### config.mk
export PLATFORM = sky130hd
export DESIGN_NAME = tx_control_config_regs
export DESIGN_NICKNAME = d
export VERILOG_FILES = /design/src/tx_cfg_pkg.sv /design/src/tx_gate_if.sv /design/src/tx_start_gate.sv /design/src/tx_irq_ctrl.sv /design/src/tx_control_config_regs.sv
export SDC_FILE = /design/constraint.sdc
export NUM_CORES = 1
export LEC_CHECK = 0
export BUFFER_PORTS_ARGS = -buffer_cell sky130_fd_sc_hd__clkbuf_2
export CAP_MARGIN = 20
export CORE_UTILIZATION = 39
export CTS_CLUSTER_DIAMETER = 80
export DETAILED_ROUTE_END_ITERATION = 10
export PLACE_DENSITY = 0.88
export SLEW_MARGIN = 15
export SYNTH_ARGS = -nofsm -noshare
export SYNTH_HDL_FRONTEND = slang
export SYNTH_SLANG_ARGS = --single-unit
### constraint.sdc
create_clock -name pclk -period 2 [get_ports pclk]
set_input_delay 0.4 -clock pclk [delete_from_list [all_inputs] [get_ports pclk]]
set_output_delay 0.4 -clock pclk [all_outputs]
set_load 0.03 [all_outputs]
### src/tx_cfg_pkg.sv
// Purpose: Shared constants and types for the transmit control register block
// Assumes: APB with 32-bit data, one aligned word per register
// Notes: Threshold byte tables are plain defaults, adjustable here
package tx_cfg_pkg;
  localparam int ADDR_W = 8;
  localparam logic [ADDR_W-1:0] OFS_TRANSMIT_CONFIG = 8'h70;
  localparam logic [ADDR_W-1:0] OFS_HARDWARE_CONFIG = 8'h74;
  localparam logic [ADDR_W-1:0] OFS_INT_STATUS = 8'h78;
  localparam logic [ADDR_W-1:0] OFS_INT_MASK = 8'h7C;
  localparam int TXC_STATUS_FLUSH = 15;
  localparam int TXC_DATA_FLUSH = 14;
  localparam int TXC_OVERRUN_ALLOW = 2;
  localparam int TXC_TX_ENABLE = 1;
  localparam int TXC_STOP_REQ = 0;
  localparam int HWC_THR_MODE = 21;
  localparam int HWC_SF = 20;
  localparam int HWC_THR_LO = 12;
  localparam int IRQ_W = 3;
  localparam int IRQ_STATUS_FULL = 0;
  localparam int IRQ_TX_STOPPED = 1;
  localparam int IRQ_UNDERRUN = 2;
  localparam logic [IRQ_W-1:0] IRQ_MASK_RESET = 3'h0;
  localparam logic [1:0] THR_FIELD_RESET = 2'h0;
  localparam int BYTES_W = 14;
  typedef logic [BYTES_W-1:0] byte_count_t;
  typedef enum logic [1:0] {TX_OFF, TX_IDLE, TX_SEND, TX_SUSP} tx_state_t;
  // Start points in buffered bytes, one table per threshold mode
  localparam byte_count_t THR_TAB0 [4] = '{14'h0040, 14'h0080, 14'h0100, 14'h0200};
  localparam byte_count_t THR_TAB1 [4] = '{14'h0010, 14'h0020, 14'h0040, 14'h0080};

  function automatic byte_count_t thr_bytes(input logic mode, input logic [1:0] field);
    return mode ? THR_TAB1[field] : THR_TAB0[field];
  endfunction
endpackage

### src/tx_gate_if.sv
// Purpose: Carries start-gate settings and buffer fill to the start decision
// Assumes: Single clock domain
// Notes: Purely combinational bundle
`timescale 1ns/100ps
interface tx_gate_if;
  import tx_cfg_pkg::*;
  logic store_and_forward;
  logic threshold_mode;
  logic [1:0] threshold_field;
  byte_count_t data_bytes;
  logic whole_frame;
  logic start_ok;
  modport ctrl (output store_and_forward, threshold_mode, threshold_field, data_bytes, whole_frame,
    input start_ok);
  modport gate (input store_and_forward, threshold_mode, threshold_field, data_bytes, whole_frame,
    output start_ok);
endinterface // tx_gate_if

### src/tx_start_gate.sv
// Purpose: Decides when buffered data is enough to start a frame
// Assumes: whole_frame means a complete frame sits in the buffer
// Notes: A complete frame always qualifies, even below threshold
`timescale 1ns/100ps
module tx_start_gate
  import tx_cfg_pkg::*;
(
  input wire logic pclk,
  input wire logic presetn,
  tx_gate_if.gate g
);
  byte_count_t level;

  always_comb begin
    level = thr_bytes(g.threshold_mode, g.threshold_field);
    if (g.store_and_forward) begin
      g.start_ok = g.whole_frame;
    end else begin
      g.start_ok = g.whole_frame || (g.data_bytes >= level);
    end
  end
endmodule // tx_start_gate

### src/tx_irq_ctrl.sv
// Purpose: Sticky event status with mask and one level interrupt
// Assumes: Events are one-cycle pulses on pclk
// Notes: An event in the clearing cycle survives the clear
`timescale 1ns/100ps
module tx_irq_ctrl
  import tx_cfg_pkg::*;
(
  input wire logic pclk,
  input wire logic presetn,
  input wire logic [IRQ_W-1:0] events,
  input wire logic status_we,
  input wire logic mask_we,
  input wire logic [IRQ_W-1:0] wdata,
  output logic [IRQ_W-1:0] status_r,
  output logic [IRQ_W-1:0] mask_r,
  output logic irq
);
  logic [IRQ_W-1:0] status_nxt;
  logic [IRQ_W-1:0] mask_nxt;

  always_comb begin
    status_nxt = (status_we ? (status_r & ~wdata) : status_r) | events;
    mask_nxt = mask_we ? wdata : mask_r;
  end

  always_ff @(posedge pclk or negedge presetn) begin
    if (!presetn) begin
      status_r <= '0;
      mask_r <= IRQ_MASK_RESET;
    end else begin
      status_r <= status_nxt;
      mask_r <= mask_nxt;
    end
  end

  assign irq = |(status_r & mask_r);
endmodule // tx_irq_ctrl

### src/tx_control_config_regs.sv
// Purpose: Transmit configuration and hardware configuration registers with transmit control
// Assumes: MAC side signals share pclk; frame_done follows frame_start by at least one cycle
// Notes: APB slave, zero wait states, read data registered in setup phase
//
// Behaviour
// - Writing one to status flush clears status FIFO pointers, bit self-clears
// - Writing one to data flush clears data FIFO pointers, bit self-clears
// - Without overrun allow, a full status FIFO suspends transmission
// - Status FIFO full interrupt is independent of overrun allow
// - Transmit enable lets buffered frames go; cleared means transmitter idle
// - Transmit enable clears itself once stop is requested and transmitter halted
// - Stop request finishes current frame, halts, then clears itself
// - Writes to the stop request bit are ignored while it is set
// - Store-and-forward waits for a whole frame, thresholds ignored
// - Without store-and-forward, start at threshold before frame is complete
// - Threshold mode picks the threshold table, ignored in store-and-forward
//
// The implementer's own choice: the APB slave port.
`timescale 1ns/100ps
module tx_control_config_regs
  import tx_cfg_pkg::*;
(
  input wire logic pclk,
  input wire logic presetn,
  input wire logic psel,
  input wire logic penable,
  input wire logic pwrite,
  input wire logic [ADDR_W-1:0] paddr,
  input wire logic [31:0] pwdata,
  output logic [31:0] prdata,
  output logic pready,
  output logic pslverr,
  input wire byte_count_t tx_data_bytes,
  input wire logic tx_whole_frame,
  input wire logic status_fifo_full,
  input wire logic frame_done,
  input wire logic tx_underrun,
  output logic frame_start,
  output logic tx_active,
  output logic tx_status_flush,
  output logic tx_data_flush,
  output logic store_and_forward,
  output logic threshold_mode,
  output logic [1:0] threshold_field,
  output logic irq
);
  tx_state_t state_r, state_nxt;
  logic stop_r, stop_nxt;
  logic tx_on_r, tx_on_nxt;
  logic allow_r, allow_nxt;
  logic sflush_r, sflush_nxt;
  logic dflush_r, dflush_nxt;
  logic start_r, start_nxt;
  logic sf_r, sf_nxt;
  logic ttm_r, ttm_nxt;
  logic [1:0] thr_r, thr_nxt;
  logic [31:0] prdata_r, prdata_nxt;
  logic full_d_r;
  logic hit, wr, wr_txc, wr_hwc, wr_sts, wr_msk, en_wr;
  logic suspend_cond, halt;
  logic [IRQ_W-1:0] events, irq_status, irq_mask;

  tx_gate_if gif ();

  // APB decode
  always_comb begin
    hit = (paddr == OFS_TRANSMIT_CONFIG) || (paddr == OFS_HARDWARE_CONFIG) ||
          (paddr == OFS_INT_STATUS) || (paddr == OFS_INT_MASK);
    wr = psel && penable && pwrite && hit;
    wr_txc = wr && (paddr == OFS_TRANSMIT_CONFIG);
    wr_hwc = wr && (paddr == OFS_HARDWARE_CONFIG);
    wr_sts = wr && (paddr == OFS_INT_STATUS);
    wr_msk = wr && (paddr == OFS_INT_MASK);
    en_wr = pwdata[TXC_TX_ENABLE];
  end

  assign pready = 1'b1;
  assign pslverr = psel && penable && !hit;
  assign prdata = prdata_r;

  // Transmit control state machine and configuration bits
  always_comb begin
    suspend_cond = status_fifo_full && !allow_r;
    halt = 1'b0;
    state_nxt = state_r;
    start_nxt = 1'b0;
    stop_nxt = stop_r;
    tx_on_nxt = tx_on_r;
    allow_nxt = allow_r;
    sflush_nxt = 1'b0;
    dflush_nxt = 1'b0;
    sf_nxt = sf_r;
    ttm_nxt = ttm_r;
    thr_nxt = thr_r;
    if (wr_txc) begin
      sflush_nxt = pwdata[TXC_STATUS_FLUSH];
      dflush_nxt = pwdata[TXC_DATA_FLUSH];
      allow_nxt = pwdata[TXC_OVERRUN_ALLOW];
      tx_on_nxt = pwdata[TXC_TX_ENABLE];
      if (!stop_r) begin
        stop_nxt = pwdata[TXC_STOP_REQ];
      end
    end
    if (wr_hwc) begin
      sf_nxt = pwdata[HWC_SF];
      ttm_nxt = pwdata[HWC_THR_MODE];
      thr_nxt = pwdata[HWC_THR_LO +: 2];
    end
    unique case (state_r)
      TX_OFF: begin
        if (stop_r) begin
          halt = 1'b1;
        end else if (tx_on_r) begin
          state_nxt = TX_IDLE;
        end
      end
      TX_IDLE: begin
        if (stop_r) begin
          halt = 1'b1;
        end else if (!tx_on_r) begin
          state_nxt = TX_OFF;
        end else if (suspend_cond) begin
          state_nxt = TX_SUSP;
        end else if (gif.start_ok) begin
          state_nxt = TX_SEND;
          start_nxt = 1'b1;
        end
      end
      TX_SEND: begin
        // A running frame is never cut short
        if (frame_done) begin
          if (stop_r) begin
            halt = 1'b1;
          end else if (!tx_on_r) begin
            state_nxt = TX_OFF;
          end else if (suspend_cond) begin
            state_nxt = TX_SUSP;
          end else begin
            state_nxt = TX_IDLE;
          end
        end
      end
      TX_SUSP: begin
        if (stop_r) begin
          halt = 1'b1;
        end else if (!tx_on_r) begin
          state_nxt = TX_OFF;
        end else if (!suspend_cond) begin
          state_nxt = TX_IDLE;
        end
      end
    endcase
    if (halt) begin
      state_nxt = TX_OFF;
      stop_nxt = 1'b0;
      tx_on_nxt = 1'b0;
    end
  end

  always_ff @(posedge pclk or negedge presetn) begin
    if (!presetn) begin
      state_r <= TX_OFF;
      start_r <= 1'b0;
      stop_r <= 1'b0;
      tx_on_r <= 1'b0;
      allow_r <= 1'b0;
      sflush_r <= 1'b0;
      dflush_r <= 1'b0;
      sf_r <= 1'b0;
      ttm_r <= 1'b0;
      thr_r <= THR_FIELD_RESET;
    end else begin
      state_r <= state_nxt;
      start_r <= start_nxt;
      stop_r <= stop_nxt;
      tx_on_r <= tx_on_nxt;
      allow_r <= allow_nxt;
      sflush_r <= sflush_nxt;
      dflush_r <= dflush_nxt;
      sf_r <= sf_nxt;
      ttm_r <= ttm_nxt;
      thr_r <= thr_nxt;
    end
  end

  // Read data captured in setup phase, so the access phase needs no wait
  always_comb begin
    prdata_nxt = prdata_r;
    if (psel && !penable && !pwrite) begin
      prdata_nxt = '0;
      unique case (paddr)
        OFS_TRANSMIT_CONFIG: begin
          prdata_nxt[TXC_STATUS_FLUSH] = sflush_r;
          prdata_nxt[TXC_DATA_FLUSH] = dflush_r;
          prdata_nxt[TXC_OVERRUN_ALLOW] = allow_r;
          prdata_nxt[TXC_TX_ENABLE] = tx_on_r;
          prdata_nxt[TXC_STOP_REQ] = stop_r;
        end
        OFS_HARDWARE_CONFIG: begin
          prdata_nxt[HWC_THR_MODE] = ttm_r;
          prdata_nxt[HWC_SF] = sf_r;
          prdata_nxt[HWC_THR_LO +: 2] = thr_r;
        end
        OFS_INT_STATUS: prdata_nxt[IRQ_W-1:0] = irq_status;
        OFS_INT_MASK: prdata_nxt[IRQ_W-1:0] = irq_mask;
        default: prdata_nxt = '0;
      endcase
    end
  end

  always_ff @(posedge pclk or negedge presetn) begin
    if (!presetn) begin
      prdata_r <= '0;
      full_d_r <= 1'b0;
    end else begin
      prdata_r <= prdata_nxt;
      full_d_r <= status_fifo_full;
    end
  end

  // Full event ignores overrun allow on purpose
  always_comb begin
    events = '0;
    events[IRQ_STATUS_FULL] = status_fifo_full && !full_d_r;
    events[IRQ_TX_STOPPED] = halt;
    events[IRQ_UNDERRUN] = tx_underrun;
  end

  assign gif.store_and_forward = sf_r;
  assign gif.threshold_mode = ttm_r;
  assign gif.threshold_field = thr_r;
  assign gif.data_bytes = tx_data_bytes;
  assign gif.whole_frame = tx_whole_frame;

  tx_start_gate u_gate (
    .pclk(pclk),
    .presetn(presetn),
    .g(gif.gate)
  );

  tx_irq_ctrl u_irq (
    .pclk(pclk),
    .presetn(presetn),
    .events(events),
    .status_we(wr_sts),
    .mask_we(wr_msk),
    .wdata(pwdata[IRQ_W-1:0]),
    .status_r(irq_status),
    .mask_r(irq_mask),
    .irq(irq)
  );

  assign frame_start = start_r;
  assign tx_active = (state_r == TX_SEND);
  assign tx_status_flush = sflush_r;
  assign tx_data_flush = dflush_r;
  assign store_and_forward = sf_r;
  assign threshold_mode = ttm_r;
  assign threshold_field = thr_r;
endmodule // tx_control_config_regs

==> impl_metrics.tcl <==
set metrics [dict create \
    numClockSinks 28 \
    synth_top_family_by_area "simple AND/OR/NAND/NOR gates" \
    setup_violations 1 \
    worst_pin_slew_ns 0.701 \
    yosys.area_share.simple_pct 20.9 \
    synth-async-reset-ratio_pct 100 \
    hold_buffers 0 \
    syn2layout_area_growth_pct 24.6 \
    ys_ff_latch 28 \
    clock_skew_ns 0.00229 \
    rrSetupSlack_ns -0.01 \
    power.density_nw_per_um2 558 \
    drtIter0Drc 64 \
    ys_types 44 \
    fmax_mhz 497 \
    wire_per_inst_um 12.6 \
    synth_mux_area_share_pct 7.56 \
    synth_compound_area_share_pct 13.0 \
    clk_pin_slew_ns 0.09 \
    ios 106 \
    clock_path_buffers 2 \
    utilization_pct 52.1 \
    crit_slowest_cell "dfrtp_2" \
    port_buffers 58 \
    via_per_inst 4.97 \
    antennaDiodeCount 0 \
    grt.total_usage_pct 16.5 \
    root_buffer "clkbuf_8" \
    worstSetupPathDepth 7 \
    finalHoldViolations 0 \
    crit_type "flip-flop to flip-flop" \
    max-cap-violations 0 \
    rows 23 \
    die_y_um 68.4 \
    ant_nets 0 \
    crit_buf_inv 0 \
    violations "negative setup slack" \
    grt_pass1_vias 1330 \
    cts_made_buffers 3 \
    hp-class "input pin to asynchronous set/reset pin" \
    cts_tree "yes" \
    irDropWorstVdd_uv 480 \
    dieArea_sq_um 4680 \
    final_layout_size_suffix_gt1_share_pct 40.2 \
    finalCriticalPeriod_ns 2.01 \
    max-slew-margin-rel_pct 53.3 \
    wl_mm 3.63 \
    synth_edf_count 0 \
    end_kind "flip-flop" \
    antenna_found_initial 0 \
    grt_max_degree 29 \
    cp.arrival_ns 2.18 \
    syn_area_sq_um 1720 \
    h-tree-depth 1 \
    crit_family "simple AND/OR/NAND/NOR gates" \
    synth_ff_type "dfrtp_1" \
    status "finished, violations left" \
    path_cells "nor2b_4 -> or3_1 -> ha_1 -> nand4_1 -> o211ai_1 -> nand3_1 -> a32o_1" \
    drc 0 \
    r2r-start "threshold_field[1]" \
    critPathRequiredTime_ns 2.17 \
    die_w_um 68.4 \
    critPathMaxStageDelay_ns 0.44 \
    finalHoldWorstSlack_ns 0.158 \
    core_sq_um 4120 \
    grt_pass1_wl_mm 5.80 \
    reg2reg_depth 7 \
    dp_hpwl_mm 3.02 \
    startpoint_type "flip-flop" \
    initial_utilization_pct 41.8 \
    worst_slack_ns -0.0101 \
    firstDrtPassIters 4 \
    post_cts_buffers 0 \
    ys_warn_count 0 \
    r2r-end "state_r[1]" \
    fin_nets 309 \
    drv_slew 0 \
    ys_seq_area_share_pct 40.7 \
    crit_path_max_fanout 4 \
    synthAdderAreaFrac_pct 4.36 \
    synth_xor_area_share_pct 0 \
    place.gp.congestion 0.772 \
    overflow 0 \
    insertion_delay_ns 0.27 \
    grt_setup_unrepaired "yes" \
    fin_crit_sh_pct 101 \
    p_leak_uw 0.00114 \
    netlist_instances 172 \
    vias 1435 \
    syn_avg_cell_area_sq_um 10.0 \
]
-- synth_stat cells (5+ instances only) --
library cell / count / area, sq um
dfrtp_1: 28 / 701
buf_4: 24 / 180
nand2_1: 16 / 60.1
inv_1: 8 / 30.0
nor2_1: 8 / 30.0
o21ai_0: 7 / 35.0
ha_1: 6 / 75.1
a21oi_1: 5 / 25.0
a22o_1: 5 / 43.8
nor4_1: 5 / 31.3
-- area by class of cell --
type | instances | area, sq um
clock buffers | 4 | 45.0
inverters | 8 | 30.0
fillers | 398 | 1970
well taps | 50 | 62.6
flip-flops and latches | 28 | 703
repair buffers | 68 | 365
multi-input cells | 131 | 937
-- stage by stage --
step / cell area, sq um / power, uW / cells / setup slack [ns] / TNS, ns
2_1_floorplan: 1830 / 817 / 194 / -0.0140 / -0.0140
3_3_place_gp: 2060 / 861 / 285 / 0.0186 / 0
3_5_place_dp: 2060 / 872 / 285 / -0.0236 / -0.0236
4_1_cts: 2120 / 1190 / 289 / -0.0295 / -0.0295
5_1_grt: 2140 / 1260 / 289 / -0.113 / -0.171
6_report: 2140 / 1200 / 289 / -0.0101 / -0.0101
-- worst register-to-register path, delay by kind of cell (launching register included) --
kind,cells,cell delay [ns]
AO/OA/AOI/OAI,2,0.49
flip-flops,1,0.44
adder cells (fa/ha/maj),1,0.28
AND/OR/NAND/NOR,4,0.70
-- cells in the final DEF, fill, tap and decap left out, types with 4 or more instances in the layout --
cell type	Yosys	layout
inv_1	8	8
nor2_1	8	8
nand3_1	4	4
mux2i_1	4	4
o21ai_0	7	7
clkbuf_2	0	58
ha_1	6	5
a22o_1	5	5
conb_1	2	24
a21oi_1	5	4
nand2_1	16	16
dfrtp_1	28	26
mux2_2	4	4
buf_4	24	10
nor4_1	5	5
-- registers in the layout (all words and copies together), names as in the netlist --
name,cells
tx_data_flush,1
frame_start,1
u_irq.mask_r,3
allow_r,1
prdata,9
threshold_field,2
tx_on_r,1
u_irq.status_r,3
stop_r,1
threshold_mode,1
state_r,2
store_and_forward,1
tx_status_flush,1
full_d_r,1
-- worst max path at each step --
stage / start / end / slack, ns
after floorplan: threshold_mode / state_r[1] / -0.01
after global placement: threshold_field[1] / state_r[1] / 0.02
after detailed placement: threshold_field[1] / state_r[1] / -0.02
after CTS: threshold_field[1] / state_r[1] / -0.03
after global routing: threshold_field[1] / state_r[1] / -0.11
final: threshold_field[1] / state_r[1] / -0.01
-- layer usage --
metal	routed length [um]	up-vias	global-route usage (%)
met2	1880	46	27.8
met5	0	-	0
met1	1570	681	20.9
li1	-	704	-
met3	163	4	4.50
met4	23	0	3.13
-- power by group --
part | internal [uW] | switching [uW] | total [uW]
combinational | 106 | 164 | 270
sequential | 585 | 25.6 | 610
clock | 143 | 172 | 315
total | 833 | 362 | 1200
-- what timing repair did --
action	CTS	global route
gates resized for setup	1	4
pin swaps	5	2
endpoints found under the setup margin	1	3
-- cell families (layout without fill, tap and decap cells) --
logic type      Yosys count  after routing
flops                    28             28
fa+ha+maj                 6              6
buf+inv                  35             80
simple gates             58             58
mux                      11             11
compound gates           32             32
other cells               2             24
Power figures use the tool's default switching activity.
